[src/hdl/supply_ctrl_pkg.sv]
// package: constants, timing and carriers for the supply module controller
package supply_ctrl_pkg;

  localparam int unsigned CLK_HZ         = 25_000_000;
  localparam int unsigned LINE_CNT       = 6;
  // timing in microseconds, as specified
  localparam int unsigned RELEASE_MAX_US = 3_000;   // host release after request
  localparam int unsigned MEASURE_US     = 200_000; // device measurement time
  localparam int unsigned RETURN_MIN_US  = 1_000;   // drive back, earliest
  localparam int unsigned RETURN_MAX_US  = 4_000;   // drive back, latest
  localparam int unsigned CLK_PER_US     = CLK_HZ / 1_000_000;
  // release soon after request: well inside the longest window
  localparam int unsigned RELEASE_CYC    = CLK_PER_US * 10;
  localparam int unsigned MEASURE_CYC    = CLK_PER_US * MEASURE_US;
  // return in the middle of the window, rounded down
  localparam int unsigned RETURN_CYC     =
    CLK_PER_US * ((RETURN_MIN_US + RETURN_MAX_US) / 2);
  // timeout waiting for valid flag: twice the measurement time
  localparam int unsigned VALID_TO_CYC   = MEASURE_CYC * 2;

  // software register map (word index = byte address / 4)
  localparam logic [3:0] ADDR_CTRL   = 4'h0;
  localparam logic [3:0] ADDR_STATUS = 4'h4;
  localparam logic [3:0] ADDR_SNAP   = 4'h8;
  // control fields
  localparam int unsigned CTRL_EN_LSB  = 0; // bits 5:0 enable per line
  localparam int unsigned CTRL_SHDN    = 8; // 1 = shutdown all
  localparam int unsigned CTRL_READ    = 9; // write 1 = start status read
  localparam int unsigned CTRL_POP_LSB = 16; // bits 21:16 populated mask
  localparam logic [5:0]  EN_RST       = 6'h3F;
  localparam logic [5:0]  POP_RST      = 6'h3F;
  // status fields
  localparam int unsigned ST_BUSY  = 0;
  localparam int unsigned ST_DONE  = 1;
  localparam int unsigned ST_TOUT  = 2;

  typedef struct packed {
    logic [3:0]  addr;
    logic [31:0] wdata;
    logic        wr;
    logic        rd;
  } bus_req_s;

  typedef struct packed {
    logic [5:0] o;
    logic [5:0] oe;
  } line_drv_s;

endpackage

[src/hdl/sync2.sv]
// two-flop synchroniser for a vector of asynchronous pins
module sync2 #(
  parameter int unsigned W = 1
) (
  input  wire logic         ref_clk_i,
  input  wire logic         rst_b_i,
  input  wire logic [W-1:0] async_i,
  output logic      [W-1:0] sync_o
);
  logic [W-1:0] meta_r;
  logic [W-1:0] meta_nxt;
  logic [W-1:0] sync_r;
  logic [W-1:0] sync_nxt;

  // next values: stage one only feeds stage two
  always_comb begin
    meta_nxt = async_i;
    sync_nxt = meta_r;
  end

  always_ff @(posedge ref_clk_i or negedge rst_b_i) begin
    if (!rst_b_i) begin
      meta_r <= '0;
      sync_r <= '0;
    end else begin
      meta_r <= meta_nxt;
      sync_r <= sync_nxt;
    end
  end

  assign sync_o = sync_r;
endmodule

[src/hdl/supply_host_ctrl.sv]
// host controller: drives module enables, shutdown and status reads
////////////////////////////////////////////////////////////////////////////
// Functional notes
// - drive low to disable a module
// - release or drive high to enable
// - arrays are turned off by global shutdown
// - drop and re-raise request for new snapshot
// - release lines within 3 ms of request
// - lines meaningful only while valid high
// - drop request to return to enable mode
// - drive lines again 1 to 4 ms after drop
// - ignore status of unpopulated positions
// - status valid only for supporting families
module supply_host_ctrl
  import supply_ctrl_pkg::*;
#(
  parameter int unsigned MEASURE_CYCLES = MEASURE_CYC,
  parameter int unsigned RETURN_CYCLES  = RETURN_CYC,
  parameter int unsigned TIMEOUT_CYCLES = VALID_TO_CYC
) (
  // clock and reset
  input  wire logic              ref_clk_i,
  input  wire logic              rst_b_i,
  // software register port
  input  wire supply_ctrl_pkg::bus_req_s bus_i,
  output logic            [31:0] rdata_o,
  // shared per-module lines (input, output, enable)
  input  wire logic        [5:0] line_i,
  output logic             [5:0] line_o,
  output logic             [5:0] line_oe_o,
  // status read request and valid flag
  output logic                   status_read_request_o,
  input  wire logic              status_valid_flag_i,
  // global shutdown, active low, open drain style
  output logic                   global_shutdown_o,
  output logic                   global_shutdown_oe_o
);
  import supply_ctrl_pkg::*;

  // elaboration checks: refuse counts the sequencer cannot serve
  if (RETURN_CYCLES < CLK_PER_US * RETURN_MIN_US ||
      RETURN_CYCLES > CLK_PER_US * RETURN_MAX_US) begin : g_bad_return
    $error("return delay outside the allowed window");
  end
  if (MEASURE_CYCLES == 0 ||
      TIMEOUT_CYCLES < MEASURE_CYCLES) begin : g_bad_wait
    $error("bad measurement or timeout count");
  end

  typedef enum logic [4:0] {
    S_IDLE    = 5'b00001,
    S_RELEASE = 5'b00010,
    S_WAIT    = 5'b00100,
    S_CAPTURE = 5'b01000,
    S_RETURN  = 5'b10000
  } phase_e;

  // one counter serves release, wait and return: size it for the longest
  localparam int unsigned CNT_TOP =
    (TIMEOUT_CYCLES > RETURN_CYCLES) ? TIMEOUT_CYCLES : RETURN_CYCLES;
  localparam int unsigned CW =
    $clog2(((CNT_TOP > RELEASE_CYC) ? CNT_TOP : RELEASE_CYC) + 1);

  //////////////////////////////////////////////////////////////////////////
  // pin synchronisers
  logic [6:0] pins_sync;
  logic [5:0] line_s;
  logic       valid_s;

  sync2 #(.W(7)) u_sync (
    .ref_clk_i (ref_clk_i),
    .rst_b_i   (rst_b_i),
    .async_i   ({status_valid_flag_i, line_i}),
    .sync_o    (pins_sync)
  );
  assign line_s  = pins_sync[5:0];
  assign valid_s = pins_sync[6];

  //////////////////////////////////////////////////////////////////////////
  // software registers and sequencer state
  logic [5:0]    en_r,     en_nxt;
  logic [5:0]    pop_r,    pop_nxt;
  logic          shdn_r,   shdn_nxt;
  logic [5:0]    snap_r,   snap_nxt;
  logic          done_r,   done_nxt;
  logic          tout_r,   tout_nxt;
  logic          go_r,     go_nxt;
  logic [CW-1:0] cnt_r,    cnt_nxt;
  logic [31:0]   rdata_r,  rdata_nxt;
  phase_e        phase_r,  phase_nxt;

  // register writes, sequencing and read data
  always_comb begin
    en_nxt    = en_r;
    pop_nxt   = pop_r;
    shdn_nxt  = shdn_r;
    snap_nxt  = snap_r;
    done_nxt  = done_r;
    tout_nxt  = tout_r;
    go_nxt    = go_r;
    cnt_nxt   = cnt_r;
    phase_nxt = phase_r;
    rdata_nxt = '0;
    if (bus_i.wr && bus_i.addr == ADDR_CTRL) begin
      en_nxt   = bus_i.wdata[CTRL_EN_LSB +: 6];
      pop_nxt  = bus_i.wdata[CTRL_POP_LSB +: 6];
      shdn_nxt = bus_i.wdata[CTRL_SHDN];
    end
    if (bus_i.rd) begin
      case (bus_i.addr)
        ADDR_CTRL: begin
          rdata_nxt[CTRL_EN_LSB +: 6]  = en_r;
          rdata_nxt[CTRL_SHDN]         = shdn_r;
          rdata_nxt[CTRL_POP_LSB +: 6] = pop_r;
        end
        ADDR_STATUS: begin
          rdata_nxt[ST_BUSY] = (phase_r != S_IDLE) | go_r;
          rdata_nxt[ST_DONE] = done_r;
          rdata_nxt[ST_TOUT] = tout_r;
        end
        ADDR_SNAP: begin
          rdata_nxt[5:0] = snap_r;
        end
        default: rdata_nxt = '0;
      endcase
    end
    case (phase_r)
      S_IDLE: begin
        if (go_r) begin
          go_nxt    = 1'b0;
          done_nxt  = 1'b0;
          tout_nxt  = 1'b0;
          cnt_nxt   = CW'(RELEASE_CYC);
          phase_nxt = S_RELEASE;
        end
      end
      S_RELEASE: begin
        cnt_nxt = cnt_r - 1'b1;
        if (cnt_r == CW'(1)) begin
          cnt_nxt   = CW'(TIMEOUT_CYCLES);
          phase_nxt = S_WAIT;
        end
      end
      S_WAIT: begin
        cnt_nxt = cnt_r - 1'b1;
        if (valid_s) begin
          phase_nxt = S_CAPTURE;
        end else if (cnt_r == CW'(1)) begin
          tout_nxt  = 1'b1;
          cnt_nxt   = CW'(RETURN_CYCLES);
          phase_nxt = S_RETURN;
        end
      end
      S_CAPTURE: begin
        // mask unpopulated positions; bit n is line n+1 (slot by slot)
        if (valid_s)
          snap_nxt = line_s & pop_r;
        else
          snap_nxt = '0;
        done_nxt  = valid_s;
        tout_nxt  = ~valid_s;
        cnt_nxt   = CW'(RETURN_CYCLES);
        phase_nxt = S_RETURN;
      end
      S_RETURN: begin
        cnt_nxt = cnt_r - 1'b1;
        if (cnt_r == CW'(1))
          phase_nxt = S_IDLE;
      end
      default: phase_nxt = S_IDLE;
    endcase
    // a start written as the pending one is taken wins over the clear
    if (bus_i.wr && bus_i.addr == ADDR_CTRL && bus_i.wdata[CTRL_READ])
      go_nxt = 1'b1;
  end

  always_ff @(posedge ref_clk_i or negedge rst_b_i) begin
    if (!rst_b_i) begin
      en_r    <= EN_RST;
      pop_r   <= POP_RST;
      shdn_r  <= 1'b0;
      snap_r  <= '0;
      done_r  <= 1'b0;
      tout_r  <= 1'b0;
      go_r    <= 1'b0;
      cnt_r   <= '0;
      rdata_r <= '0;
      phase_r <= S_IDLE;
    end else begin
      en_r    <= en_nxt;
      pop_r   <= pop_nxt;
      shdn_r  <= shdn_nxt;
      snap_r  <= snap_nxt;
      done_r  <= done_nxt;
      tout_r  <= tout_nxt;
      go_r    <= go_nxt;
      cnt_r   <= cnt_nxt;
      rdata_r <= rdata_nxt;
      phase_r <= phase_nxt;
    end
  end

  //////////////////////////////////////////////////////////////////////////
  // pin drive, registered so the pins never glitch
  logic [5:0] oe_r, oe_nxt;
  logic       req_r, req_nxt;
  logic       gsd_oe_r, gsd_oe_nxt;

  // lines driven only in enable mode; high is released, low is driven
  always_comb begin
    req_nxt    = (phase_nxt == S_RELEASE) || (phase_nxt == S_WAIT) ||
                 (phase_nxt == S_CAPTURE);
    // enabled lines float, so the device sees them as enabled
    oe_nxt     = (phase_nxt == S_IDLE) ? ~en_nxt : 6'h00;
    gsd_oe_nxt = shdn_nxt;
  end

  always_ff @(posedge ref_clk_i or negedge rst_b_i) begin
    if (!rst_b_i) begin
      oe_r     <= '0;
      req_r    <= 1'b0;
      gsd_oe_r <= 1'b0;
    end else begin
      oe_r     <= oe_nxt;
      req_r    <= req_nxt;
      gsd_oe_r <= gsd_oe_nxt;
    end
  end

  assign line_o                = 6'h00;
  assign line_oe_o             = oe_r;
  assign status_read_request_o = req_r;
  assign global_shutdown_o     = 1'b0;
  assign global_shutdown_oe_o  = gsd_oe_r;
  assign rdata_o               = rdata_r;

  //////////////////////////////////////////////////////////////////////////
  // assertions
  property p_release;
    @(posedge ref_clk_i) disable iff (!rst_b_i)
      $rose(req_r) |-> ##[0:300] (oe_r == 6'h00);
  endproperty
  a_release: assert property (p_release)
    else $error("lines not released after request");

  property p_no_drive_in_read;
    @(posedge ref_clk_i) disable iff (!rst_b_i)
      req_r |-> (oe_r == 6'h00);
  endproperty
  a_no_drive_in_read: assert property (p_no_drive_in_read)
    else $error("lines driven during status read");

  property p_return_gap;
    @(posedge ref_clk_i) disable iff (!rst_b_i)
      $fell(req_r) |-> (oe_r == 6'h00) [*8];
  endproperty
  a_return_gap: assert property (p_return_gap)
    else $error("lines driven too soon after request drop");

  property p_capture;
    @(posedge ref_clk_i) disable iff (!rst_b_i)
      (phase_r == S_CAPTURE && valid_s) |=>
        (snap_r == ($past(line_s) & $past(pop_r)));
  endproperty
  a_capture: assert property (p_capture)
    else $error("snapshot not captured from lines");

  property p_enable_map;
    @(posedge ref_clk_i) disable iff (!rst_b_i)
      (phase_r == S_IDLE && phase_nxt == S_IDLE) |=> (oe_r == ~en_r);
  endproperty
  a_enable_map: assert property (p_enable_map)
    else $error("line drive does not follow enables");

  property p_shutdown;
    @(posedge ref_clk_i) disable iff (!rst_b_i)
      gsd_oe_r == shdn_r;
  endproperty
  a_shutdown: assert property (p_shutdown)
    else $error("shutdown not driven");

  property p_start;
    @(posedge ref_clk_i) disable iff (!rst_b_i)
      (phase_r == S_IDLE && go_r) |=> req_r;
  endproperty
  a_start: assert property (p_start)
    else $error("request not raised on start");

  property p_drop_after_capture;
    @(posedge ref_clk_i) disable iff (!rst_b_i)
      (phase_r == S_CAPTURE) |=> !req_r ##1 !req_r;
  endproperty
  a_drop_after_capture: assert property (p_drop_after_capture)
    else $error("request not dropped after snapshot");

  c_read: cover property (@(posedge ref_clk_i) disable iff (!rst_b_i)
    phase_r == S_CAPTURE && valid_s);
  c_tout: cover property (@(posedge ref_clk_i) disable iff (!rst_b_i)
    $rose(tout_r));
  c_shdn_read: cover property (@(posedge ref_clk_i) disable iff (!rst_b_i)
    req_r && gsd_oe_r);
endmodule

[config.mk]
export PLATFORM = sky130hd
export DESIGN_NAME = supply_host_ctrl
export DESIGN_NICKNAME = d
export VERILOG_FILES = /design/src/hdl/supply_ctrl_pkg.sv /design/src/hdl/sync2.sv /design/src/hdl/supply_host_ctrl.sv
export SDC_FILE = /design/constraint.sdc
export NUM_CORES = 1
export LEC_CHECK = 0
export BUFFER_PORTS_ARGS = -buffer_cell sky130_fd_sc_hd__clkbuf_2
export CAP_MARGIN = 15
export CORE_MARGIN = 1.5
export CORE_UTILIZATION = 24
export CTS_CLUSTER_DIAMETER = 30
export DETAILED_ROUTE_END_ITERATION = 8
export PLACE_DENSITY = 0.5
export SLEW_MARGIN = 20
export SYNTH_ARGS = -nofsm -noshare
export SYNTH_HDL_FRONTEND = slang
export SYNTH_SLANG_ARGS = --single-unit
[constraint.sdc]
create_clock -name ref_clk_i -period 9.7 [get_ports ref_clk_i]
set_clock_uncertainty 0.15 [all_clocks]
set_input_delay 0.97 -clock ref_clk_i [delete_from_list [all_inputs] [get_ports ref_clk_i]]
set_output_delay 0.97 -clock ref_clk_i [all_outputs]
set_load 0.05 [all_outputs]
Yosys cells after proc, flatten, opt, wreduce, memory -nomap -nowiden
Index checks and enable logic that the tools add are counted.
Operators by class
  reductions and logical operators: 12
  $add $sub $neg: 1
  multiplexer cells: 26
  bitwise logic cells: 4
  equal/unequal tests: 16
Operator list (count)
  24-bit case mux with 5 select lines: 1
  24-bit two-way mux: 4
  5-bit two-way mux: 5
  5-bit case mux with 5 select lines: 1
  24-bit by 1-bit == test with 1-bit output (second input constant): 1
  6-bit two-way mux: 4
  24-bit by 1-bit subtractor with 24-bit output (second input constant): 1
  22-bit two-way mux: 1
  5-bit by 1-bit == test with 1-bit output (second input constant): 2
  5-bit by 2-bit == test with 1-bit output (second input constant): 2
  5-bit by 3-bit == test with 1-bit output (second input constant): 2
  5-bit by 4-bit == test with 1-bit output (second input constant): 2
  3-bit case mux with 3 select lines: 1
  6-bit AND: 1
  1-bit two-way mux: 6
  2-bit != test (second input constant): 3
  6-bit NOT: 1
  3-bit case mux with 2 select lines: 1
  5-bit == test (second input constant): 1
  5-bit by 1-bit != test with 1-bit output (second input constant): 1
  5-bit nonzero test: 1
  4-bit by 3-bit == test with 1-bit output (second input constant): 1
  4-bit == test (second input constant): 1
  4-bit logical NOT: 1
  other kinds (10): 14
Word-level totals
  bits of input ports: 47
  flip-flop bits (word level): 104
  word-level logic and storage cells: 73
  output and inout port bits: 47

Longest topological paths before layout
Gate-level depths: netlist (run 1).
  depth after elaboration: 7
  gate-level depth with buffers: 9
  depth with buffers taken out: 8

Cells and area by module
A second synthesis (run 1) with hierarchy kept.
Second synthesis, totals
  cell total of the unflattened synthesis: 382
  area, all modules: 4006.3 um2
By module, submodules not included
  supply_host_ctrl: sequential area each 1793.0 um2, area each 3656.0 um2, times used 1, cells each 368
  sync2: sequential area each 350.3 um2, area each 350.3 um2, times used 1, cells each 14

Worst setup path before layout (run 1)
OpenSTA, ideal clock, no wires.
  path kind: register -> register
  start: register cnt_r[12]
  end: register cnt_r[13]
  path buffers: 2
  required time: 9.426 ns
  stages on the path, launching flop included: 9
  clock period less this slack: 3.042 ns
  slack: 6.658 ns
  setup time: 0.124 ns
  data arrival time: 2.768 ns
  cells stage by stage: dfrtp_1 > or4_4 > or4_1 > buf_2 > or4_4 > buf_6 > a22oi_4 > o21ai_1 > a211o_1
Between the ends
  longest elaborated chain between the ends: 4
  elaborated cells between the ends (all ways): 6
  those cells by class: add/sub: 1; eq/ne: 1; mux: 4
RTL lines
  start: declaration: RTL line supply_host_ctrl.sv:88  | logic [CW-1:0] cnt_r, cnt_nxt;
  start signal: assignment: RTL line supply_host_ctrl.sv:197  | cnt_r <= cnt_nxt;
  24-bit by 1-bit subtractor with 24-bit output / 24-bit by 1-bit == test with 1-bit output (equally long branches)
  24-bit two-way mux: RTL line supply_host_ctrl.sv:148  | end else if (cnt_r == CW'(1)) begin
  24-bit two-way mux: RTL line supply_host_ctrl.sv:146  | if (valid_s) begin
  24-bit case mux with 5 select lines (*): RTL line supply_host_ctrl.sv:127  | case (phase_r)
Mark *: on every way between the ends. The rest lies on a longest branch, timed or not.
A chain may end at the register's enable or synchronous reset.

Final worst setup path (run 1)
  start: register cnt_r[12]
  end: register req_r (netlist: status_read_request_o)
Between the ends
  longest elaborated chain between the ends: 7
  elaborated cells between the ends (all ways): 11
  those cells by class: eq/ne: 4; mux: 5; reduce/logical: 2
RTL lines
  24-bit by 1-bit == test with 1-bit output (*): RTL line supply_host_ctrl.sv:139, supply_host_ctrl.sv:148, supply_host_ctrl.sv:167
  5-bit two-way mux: RTL line supply_host_ctrl.sv:148
  5-bit two-way mux: RTL line supply_host_ctrl.sv:146
  5-bit case mux with 5 select lines (*): RTL line supply_host_ctrl.sv:127
  net phase_nxt[2]: RTL line supply_host_ctrl.sv:90  | phase_e phase_r, phase_nxt;
  5-bit by 2-bit == test with 1-bit output / 5-bit by 3-bit == test with 1-bit output (equally long branches): RTL line supply_host_ctrl.sv:211  | req_nxt = (phase_nxt == S_RELEASE) || (phase_nxt == S_WAIT) ||
  1-bit logical OR: RTL line supply_host_ctrl.sv:211
  1-bit logical OR (*): RTL line supply_host_ctrl.sv:211
  net req_nxt: RTL line supply_host_ctrl.sv:206  | logic req_r, req_nxt;
  end signal: assignment: RTL line supply_host_ctrl.sv:225  | req_r <= req_nxt;
  end: declaration: RTL line supply_host_ctrl.sv:206
The timed path passes the listed nets; every way through them passes the cells marked *.

==> results of run 1 <==
cell type report:
| class | count | area [um2] | share of cell area |
|---|---|---|---|
| inverter | 13 | 48.8 | 0.0106 |
| multi-input combinational | 273 | 1610 | 0.348 |
| clock buffer | 11 | 243 | 0.0526 |
| sequential | 85 | 2140 | 0.464 |
| clock inverter | 5 | 43.8 | 0.00948 |
| timing repair buffer | 51 | 263 | 0.0569 |
| tap | 216 | 270 | 0.0585 |
per-layer routing:
metal | global-route usage | part of all wire | up-vias
met5 | 0 | 0 | -
met4 | 0.0537 | 0.020 | 0
met3 | 0.0181 | 0.029 | 12
met2 | 0.163 | 0.46 | 59
met1 | 0.143 | 0.49 | 1413
li1 | - | - | 1405
power by group:
group          switching (W)  internal, W  leakage [nW]
sequential         0.0000115     0.000380          1.07
clock               0.000149     0.000184         0.134
combinational      0.0000469    0.0000188         0.924
total               0.000208     0.000583          2.13
per-stage QoR:
| step | hold WS [ns] | area (um2) |
|---|---|---|
| 6_report | 0.193 | 4620 |
| 5_1_grt | 0.203 | 4620 |
| 4_1_cts | 0.200 | 4620 |
| 3_5_place_dp | 0.185 | 4330 |
| 3_3_place_gp | 0.182 | 4330 |
| 2_1_floorplan | 0.181 | 4060 |
worst max-delay path, stage by stage (launching register included):
cell,delay (ns)
dfrtp_1,0.41
or4_4,0.58
or4_1,0.64
nor4_1,0.77
nand3b_1,0.18
a2111oi_2,0.44
or3_1,0.17
cells by family after synthesis:
kind of cell | synth area share
and+or+nand+nor | 0.183
AOI/OAI and AO/OA | 0.132
adders and majority gates | 0.00632
muxes | 0.0550
buffers and inverters | 0.0771
other | 0.000947
xor gates and xnor gates | 0.00442
DFF | 0.541
placed cells by master (no fill, tap or decap), types with 2 or more instances in the layout:
cell        Yosys  layout
nor4_1          7       7
or3_1           9       9
dfrtp_1        72      72
o22a_1          2       2
buf_4          26       3
and2_1          8       8
nor3_1          9       9
mux2_2         14      14
o311ai_0        3       3
or4_1           3       3
nor3b_1         2       2
nand3_1        17      17
nor2_1         39      39
or4_4           2       2
o21ai_0        26      26
inv_1          13      13
a21o_1          3       3
a22o_1          3       3
nand2_1        25      25
o211ai_1        7       7
xor2_1          2       2
and3_1          2       2
ha_1            2       2
a31oi_1         2       2
dfstp_2        13      13
o21ai_1         3       3
conb_1          1      26
nand4_1         2       2
clkbuf_16       0       9
clkinvlp_4      0       2
nand3b_1        6       6
a21oi_1        25      25
mux2i_1         6       6
clkbuf_2        0      48
a211o_1         3       3
worst paths after layout:
path / end / slack, ns / depth (start not counted)
hold reg to reg: u_sync.sync_o[3] / 0.19 / 0
setup / recovery: status_read_request_o / 6.29 / 6
hold / removal: u_sync.sync_o[3] / 0.19 / 0
min in group asynchronous: rdata_o[8] / 0.37 / 1
setup reg to reg: status_read_request_o / 6.29 / 6
max in group asynchronous: cnt_r[18] / 7.97 / 2
state kept, by name (all words and copies together) (netlist names):
| signal | flops |
|---|---|
| snap_r | 6 |
| phase_r | 5 |
| cnt_r | 24 |
| rdata_o | 13 |
| status_read_request_o | 1 |
| u_sync.sync_o | 7 |
| pop_r | 6 |
| global_shutdown_oe_o | 1 |
| en_r | 6 |
| line_oe_o | 6 |
| u_sync.meta_r | 7 |
| done_r | 1 |
| tout_r | 1 |
| go_r | 1 |
==> metrics.csv, run 1 <==
metric,value,unit
drt wl/cell,13.4,um
Port Buffers,49,
CTS Sinks,85,
YS warnings,0,
DRT Pass-1 Iters,4,
CTS tree,yes,
top-area cell type share of the netlist area,0.455,
Tcrit/Tclk final,0.351,
Max clock buf depth,2,
Fmax,294,MHz
fillcell total,1704,
Post-synth ARST share,1.00,
Vert. Die Dim,131,um
CP required,9.83,ns
Area contributors post-synth,"dfrtp_1 45%, dfstp_2 8.6%, buf_4 4.9%",
pre-CTS setup slack,6.31,ns
leak pwr,2.13,nW
CP Max Fanout,8,
min-delay worst type,reg2reg,
synthesized flop and latch total,85,
"Setup Fix Bufs, Post-CTS",0,
Final Util,0.289,
initial antenna violation count,0,
Total Negative Setup Slacks,0,ns
commonest cells in the synthesized netlist,"72 x dfrtp_1, 39 x nor2_1, 26 x buf_4, 26 x o21ai_0",
crit path launch type,register,
CP Launch Point,cnt_r[12],
Mapped Avg Cell Area,10.3,um2
# IOs,94,
dpl hpwl,6160,um
largest net degree at the start of global routing,61,
initial core utilization,0.248,
Synth Flop Type,dfrtp_1,
insertion delay to the later sink of the worst-skew pair,0.35,ns
worst hold start,u_sync.meta_r[3],
"wirelength, routed",8750,um
pwr/cell area,171,nW/um2
P&R area growth vs syn,16.6,%
Setup CP Type,reg2reg,
Antenna diodes,0,
arrival time worst endpoint,3.54,ns
Avg Vias per Cell,4.42,
final non-filler cell total,654,
GR Util All Layers,0.106,
Pwr Total,0.000791,W
first-pass GRT wire length,14600,um
htree depth,3,
maxcap violations,0,
Starting DRT DRC Count,127,
Critical R2R Launch,cnt_r[12],
fin nets,482,
GR Overflow Total,0,
"Seq/Total Area, Yosys",0.541,
setup ws final,6.29,ns
Tmin final,3.41,ns
Post-synth EDFFs,0,
cell taking the most area after synthesis,dfrtp_1,
status,"complete, no violations",
Cells after Synth,386,
routed via count,2889,
Core Rows,46,
Hold Fails Final Rpt,0,
Critical Path Sink Type,register,
antenna-violating nets left,0,
Die X,131,um
Die Area,17300,um2
clock-pin slew on the worst setup and hold paths,0.07,ns
peak supply drop,0.0000671,V
Root Driver,clkbuf_16,
CTS buffer count,9,
Tightest Pin Transition,0.832,ns
Worst slew margin,0.440,
Resized cells post-CTS,0,
DP Cell Count,638,
share of layout cells above drive strength 1,0.231,
cell area after synthesis,3960,um2
Netlist cell types,50,
"Setup violations, final",0,
hold buffer count at cts,0,
Final Max Slew Viols,0,
unrepaired setup endpoints after global routing,false,
vias in the first global route,2849,
drc violations,0,
library cell with the highest instance count after synthesis,dfrtp_1,
Final Wtd Congestion,0.763,
Core Box Area,16000,um2
(Power assumes the default switching activity.)
==> run 2: changes to the inputs <==
ABC_AREA = 1   (was unset)
PLACE_DENSITY = 0.51   (was 0.5)
clock period = 3 ns   (was 9.7 ns; I/O delays follow)
==> run 2 against run 1 <==
Sequential power increased to 3.4 times the previous value. Combinational power increased to 8.7 times the previous value. Synthesized cell count increased by 31%. Highest routed layer unchanged. Critical endpoint is now cnt_r[8]. Sequential share of layout area decreased by 2.9 points. First-iteration DRC count increased by 3.1%. Worst setup slack got worse by 5.5 ns. Via count increased by 11%.
==> metrics.csv, run 2 <==
metric,value,unit,change
Resized cells post-CTS,0,,unchanged
commonest cells in the synthesized netlist,"127 x nand2_1, 78 x nor2_1, 72 x dfrtp_1",,"was 72 x dfrtp_1, 39 x nor2_1, 26 x buf_4, 26 x o21ai_0"
Port Buffers,49,,unchanged
clock-pin slew on the worst setup and hold paths,0.07,ns,about the same
CTS tree,yes,,unchanged
R2R depth,8,,was 6
arrival time worst endpoint,2.32,ns,was 3.54 ns
Vert. Die Dim,134,um,was 131 um
routed via count,3201,,was 2889
htree depth,3,,unchanged
Root Driver,clkbuf_16,,unchanged
Avg Vias per Cell,4.02,,was 4.42
antenna-violating nets left,0,,unchanged
Hold Fails Final Rpt,0,,unchanged
min-delay worst type,in2reg,,was reg2reg
DP Cell Count,770,,was 638
CP Launch Point,phase_r[2],,was cnt_r[12]
P&R area growth vs syn,19.7,%,was 16.6%
"Setup Fix Bufs, Post-CTS",0,,unchanged
cell taking the most area after synthesis,dfrtp_1,,unchanged
vias in the first global route,3252,,was 2849
GR Overflow Total,0,,unchanged
initial antenna violation count,0,,unchanged
"Setup violations, final",0,,unchanged
fin nets,620,,was 482
Core Box Area,16700,um2,was 16000 um2
hold path depth,3,,was 0
maxcap violations,0,,unchanged
share of layout cells above drive strength 1,0.156,,was 0.231
synthesized flop and latch total,85,,unchanged
Die X,134,um,was 131 um
YS warnings,0,,unchanged
Cells after Synth,505,,was 386
"Seq/Total Area, Yosys",0.520,,was 0.541
Post-synth EDFFs,0,,unchanged
most frequent cells in the layout,"127 x nand2_1, 78 x nor2_1, 72 x dfrtp_1",,"was 72 x dfrtp_1, 48 x clkbuf_2, 39 x nor2_1"
status,"complete, no violations",,unchanged
drt wl/cell,12.0,um,was 13.4 um
Final Util,0.295,,was 0.289
worst hold start,bus_i[19],,was u_sync.meta_r[3]
Post-synth ARST share,1.00,,unchanged
drc violations,0,,unchanged
insertion delay to the later sink of the worst-skew pair,0.35,ns,about the same
cell area after synthesis,4120,um2,was 3960 um2
Critical R2R Launch,phase_r[2],,was cnt_r[12]
library cell with the highest instance count after synthesis,nand2_1,,was dfrtp_1
largest net degree at the start of global routing,60,,was 61
Total Negative Setup Slacks,0,ns,unchanged
hold buffer count at cts,10,,was 0
Pwr Total,0.00301,W,was 0.000791 W
Setup CP Type,reg2reg,,unchanged
Tmin final,2.23,ns,was 3.41 ns
unrepaired setup endpoints after global routing,false,,unchanged
first-pass GRT wire length,16100,um,was 14600 um
Core Rows,47,,was 46
pre-CTS setup slack,0.790,ns,was 6.31 ns
crit path launch type,register,,unchanged
pwr/cell area,610,nW/um2,was 171 nW/um2
Die Area,18000,um2,was 17300 um2
Antenna diodes,0,,unchanged
reg2reg setup slack,0.77,ns,was 6.29 ns
initial core utilization,0.247,,was 0.248
Final Max Slew Viols,0,,unchanged
Mapped Avg Cell Area,8.16,um2,was 10.3 um2
leak pwr,2.58,nW,was 2.13 nW
Tcrit/Tclk final,0.743,,was 0.351
Max clock buf depth,2,,unchanged
top-area cell type share of the netlist area,0.437,,was 0.455
Fmax,449,MHz,was 294 MHz
Netlist cell types,33,,was 50
Area contributors post-synth,"dfrtp_1 44%, nand2_1 12%, dfstp_2 8.3%",,"was dfrtp_1 45%, dfstp_2 8.6%, buf_4 4.9%"
Critical Path Sink Type,register,,unchanged
"wirelength, routed",9520,um,was 8750 um
CP Max Fanout,19,,was 8
CTS buffer count,9,,unchanged
setup ws final,0.771,ns,was 6.29 ns
Worst slew margin,0.455,,was 0.440
"most common cell after layout, fill and taps aside",nand2_1,,was dfrtp_1
Tightest Pin Transition,0.816,ns,was 0.832 ns
CTS Sinks,85,,unchanged
fillcell total,1833,,was 1704
Synth Flop Type,dfrtp_1,,unchanged
peak supply drop,0.000323,V,was 0.0000671 V
final non-filler cell total,796,,was 654
WHS Endpoint,pop_r[1],,was u_sync.sync_o[3]
DRT Pass-1 Iters,4,,unchanged
Starting DRT DRC Count,131,,was 127
reg2reg end,cnt_r[8],,was status_read_request_o
CP required,3.09,ns,was 9.83 ns
GR Util All Layers,0.115,,was 0.106
max FFs per register,24,,unchanged
Final Wtd Congestion,0.861,,was 0.763
Largest Register,cnt_r,,unchanged
# IOs,94,,unchanged
dpl hpwl,6920,um,was 6160 um
[run 2: changes by cell type in the layout (fill, tap and decap cells not counted), moves of 7 or more]
| cell | change |
|---|---|
| o21ai_0 | -14 |
| mux2_2 | -14 |
| dlygate4sd3_1 | +10 |
| nand3_1 | +10 |
| inv_1 | +57 |
| and2_1 | -8 |
| or3_1 | -9 |
| nor3_1 | -7 |
| nor2_1 | +39 |
| nand2_1 | +102 |
[run 2: worst max-delay path by stage]
stage                           to  slack, ns  depth (start not counted)
after floorplan           cnt_r[5]       1.32                         13
after global placement    cnt_r[8]       0.77                          8
after detailed placement  cnt_r[8]       0.79                          8
after CTS                 cnt_r[8]       0.77                          8
after global routing      cnt_r[8]       0.58                          8
final                     cnt_r[8]       0.77                          8
[run 2: power by group]
group          total, W  internal, W  leakage (nW)  switching [W]
logic          0.000570     0.000134          1.36       0.000436
registers       0.00132      0.00127          1.07      0.0000537
clock network   0.00112     0.000591         0.148       0.000525
total           0.00301      0.00199          2.58        0.00102
[run 2: final cells by class]
cell class | instances | area (um2) | share of cell area
multi-input cells | 343 | 1580 | 0.319
flip-flops and latches | 85 | 2140 | 0.435
inverters | 72 | 270 | 0.0548
clock buffers | 9 | 225 | 0.0457
clock inverters | 7 | 73.8 | 0.0150
well taps | 220 | 275 | 0.0558
repair buffers | 60 | 368 | 0.0746
[run 2: critical path: stages, from the launching register on]
cell and delay, ns:
dfrtp_1 0.43, nor2_2 0.17, nand3_1 0.21, nand3_2 0.20, nor2_2 0.06, nor2_4 0.41
inv_2 0.22, nor2_1 0.19, nor2_1 0.07
[run 2: per-layer routing]
| layer | global-route usage | up-vias | part of all wire |
|---|---|---|---|
| li1 | - | 1657 | - |
| met1 | 0.147 | 1464 | 0.47 |
| met2 | 0.181 | 71 | 0.45 |
| met3 | 0.0382 | 9 | 0.060 |
| met4 | 0.0430 | 0 | 0.013 |
| met5 | 0 | - | 0 |
[run 2: through the flow]
step	hold slack [ns]	area [um2]
after floorplan	-0.146	4210
after global placement	0.107	4530
after detailed placement	0.106	4530
after CTS	0.00423	4930
after global routing	0.0426	4930
final	0.0125	4930
[run 2: logic make-up after synthesis]
| family | Yosys count | synth area share |
|---|---|---|
| compound gates | 48 | 0.0668 |
| simple gates | 253 | 0.256 |
| flops | 85 | 0.520 |
| xor+xnor | 14 | 0.0298 |
| other cells | 1 | 0.000910 |
| buf+inv | 102 | 0.120 |
| fa+ha+maj | 2 | 0.00607 |
==> run 3: changes to the inputs <==
PLACE_DENSITY = 0.5   (was 0.51)
clock period = 2.3 ns   (was 3 ns; I/O delays follow)
==> run 3 against run 2 <==
Maximum frequency rose by 11%. First-iteration DRC count is 9.2% lower. Hold slack is essentially flat. Die area did not move. Critical path depth increased by 2. Power grew 41%. Final area increased by 4.1%. Final cell count grew 2.0%. Global-route usage increased by 0.77 points. Flip-flop and latch count did not move. Critical path type unchanged. Critical endpoint unchanged. Largest cell class unchanged. Largest power group is now the clock network.
==> metrics.csv, run 3 (synthesis results as in run 2) <==
metric,value,unit,change
fin nets,636,,was 620
Largest Register,cnt_r,,unchanged
"most common cell after layout, fill and taps aside",nand2_1,,unchanged
htree depth,3,,unchanged
Max clock buf depth,2,,unchanged
multi-input logic area,1580,um2,about the same
Hold Fails Final Rpt,0,,unchanged
unrepaired setup endpoints after global routing,false,,unchanged
Tcrit/Tclk final,0.869,,was 0.743
drt wl/cell,12.5,um,was 12.0 um
Fmax,500,MHz,was 449 MHz
CP required,2.43,ns,was 3.09 ns
status,"complete, no violations",,unchanged
Tmin final,2.00,ns,was 2.23 ns
CP max stage delay,0.44,ns,was 0.43 ns
CTS Sinks,85,,unchanged
hold path depth,3,,unchanged
"wirelength, routed",10100,um,was 9520 um
initial antenna violation count,0,,unchanged
Critical path buffers and inverters,1,,unchanged
Setup CP Type,reg2reg,,unchanged
reg2reg end,cnt_r[8],,unchanged
initial core utilization,0.247,,unchanged
post-route cell area,5130,um2,was 4930 um2
CP most frequent cell,nand2_1,,
vias in the first global route,3405,,was 3252
peak supply drop,0.000535,V,was 0.000323 V
maxcap violations,0,,unchanged
GR Overflow Total,0,,unchanged
WHS Endpoint,en_r[5],,was pop_r[1]
CTS buffer count,9,,unchanged
worst hold start,bus_i[7],,was bus_i[19]
top cell family by delay on the critical path,simple AND/OR/NAND/NOR gates,,unchanged
first-pass GRT wire length,17200,um,was 16100 um
drc violations,0,,unchanged
NetSw,0.00131,W,was 0.00102 W
CP Max Fanout,16,,was 19
Critical Path Sink Type,register,,unchanged
"Setup violations, final",0,,unchanged
Critical R2R Launch,phase_r[1],,was phase_r[2]
Sequential cell area,2140,um2,unchanged
Avg Vias per Cell,4.15,,was 4.02
Starting DRT DRC Count,119,,was 131
area post-placement,4580,um2,was 4530 um2
largest net degree at the start of global routing,41,,was 60
crit-path cells,nor2_4 > nand3_1 > nand3_2 > nor2_2 > nor2_4 > buf_4 > nand2_1 > nand2_1 > nand2_1 > nor2_1,,was nor2_2 > nand3_1 > nand3_2 > nor2_2 > nor2_4 > inv_2 > nor2_1 > nor2_1
arrival time worst endpoint,2.13,ns,was 2.32 ns
Die Area,18000,um2,unchanged
Port Buffers,49,,unchanged
Core Box Area,16700,um2,unchanged
Clock power frac,0.409,,was 0.371
antenna-violating nets left,0,,unchanged
CTS tree,yes,,unchanged
Sw Share,0.309,,was 0.337
share of layout cells above drive strength 1,0.166,,was 0.156
DRT Pass-1 Iters,4,,unchanged
dpl hpwl,7590,um,was 6920 um
leak pwr,2.68,nW,was 2.58 nW
P&R area growth vs syn,24.6,%,was 19.7%
R2R depth,10,,was 8
reg2reg setup slack,0.30,ns,was 0.77 ns
pwr/cell area,826,nW/um2,was 610 nW/um2
Antenna diodes,0,,unchanged
most frequent cells in the layout,"127 x nand2_1, 78 x nor2_1, 72 x dfrtp_1",,unchanged
Worst slew margin,0.556,,was 0.455
Final Max Slew Viols,0,,unchanged
Vert. Die Dim,134,um,unchanged
insertion delay to the later sink of the worst-skew pair,0.35,ns,about the same
"slowest stage cell, crit path",dfrtp_1,,unchanged
max FFs per register,24,,unchanged
# IOs,94,,unchanged
combinational power share,0.182,,was 0.189
Total Negative Setup Slacks,0,ns,unchanged
register share of total power,0.408,,was 0.440
clock-pin slew on the worst setup and hold paths,0.07,ns,about the same
"Setup Fix Bufs, Post-CTS",0,,unchanged
Final Wtd Congestion,0.854,,was 0.861
Tightest Pin Transition,0.660,ns,was 0.816 ns
GR Util All Layers,0.123,,was 0.115
crit path launch type,register,,unchanged
fillcell total,1798,,was 1833
routed via count,3369,,was 3201
min-delay worst type,in2reg,,unchanged
Die X,134,um,unchanged
design internal power,0.00293,W,was 0.00199 W
Core Rows,47,,unchanged
Root Driver,clkbuf_16,,unchanged
[run 3: final cells by class]
class                      instances  area share
clock inverter                     7      0.0253
timing repair buffer              76      0.0994
multi-input combinational        343       0.308
tap                              220      0.0536
sequential                        85       0.417
inverter                          72      0.0526
clock buffer                       9      0.0439
[run 3: repair_timing]
| item | CTS | global route |
|---|---|---|
| gates resized for setup | 0 | 1 |
| endpoints found under the hold margin | 42 | 0 |
| hold buffers | 19 | 0 |
| setup endpoints to repair | 0 | 1 |
[run 3: per-layer routing]
| layer | part of all wire | GRT usage | up-vias |
|---|---|---|---|
| li1 | - | - | 1684 |
| met1 | 0.46 | 0.160 | 1579 |
| met2 | 0.47 | 0.198 | 98 |
| met3 | 0.054 | 0.0378 | 8 |
| met4 | 0.011 | 0.0305 | 0 |
| met5 | 0 | 0 | - |
[run 3: worst max-delay path by stage]
stage	from	end	slack, ns	depth (start not counted)
2_1_floorplan	cnt_r[1]	cnt_r[5]	0.62	13
3_5_place_dp	cnt_r[1]	cnt_r[5]	0.23	13
4_1_cts	cnt_r[1]	cnt_r[5]	0.21	13
5_1_grt	cnt_r[1]	cnt_r[22]	0.03	11
3_3_place_gp	cnt_r[1]	cnt_r[5]	0.25	13
6_report	phase_r[1]	cnt_r[8]	0.30	10
[run 3: worst register-to-register path, stage by stage, from the launching register on]
cell     delay (ns)
dfrtp_1        0.44
nor2_4         0.15
nand3_1        0.21
nand3_2        0.21
nor2_2         0.06
nor2_4         0.17
buf_4          0.25
nand2_1        0.08
nand2_1        0.07
nand2_1        0.04
nor2_1         0.09
[run 3: stage by stage]
stage                     utilization  std cells  power (W)  hold WS [ns]  setup slack [ns]
after floorplan                     -        530    0.00234        -0.216             0.619
after global placement          0.274        777    0.00251        0.0297             0.246
after detailed placement        0.274        777    0.00252        0.0317             0.232
after CTS                       0.307        812    0.00431       0.00664             0.213
after global routing            0.307        812    0.00445        0.0158            0.0327
final                           0.307        812    0.00424        0.0126             0.300
[run 3: power by group through the flow]
stage | Sequential [W] | Combinational [W] | Clock [W]
3_5_place_dp | 0.00176 | 0.000759 | 0
5_1_grt | 0.00175 | 0.000863 | 0.00184
4_1_cts | 0.00173 | 0.000785 | 0.00179
3_3_place_gp | 0.00175 | 0.000753 | 0
6_report | 0.00173 | 0.000774 | 0.00174
2_1_floorplan | 0.00189 | 0.000456 | 0
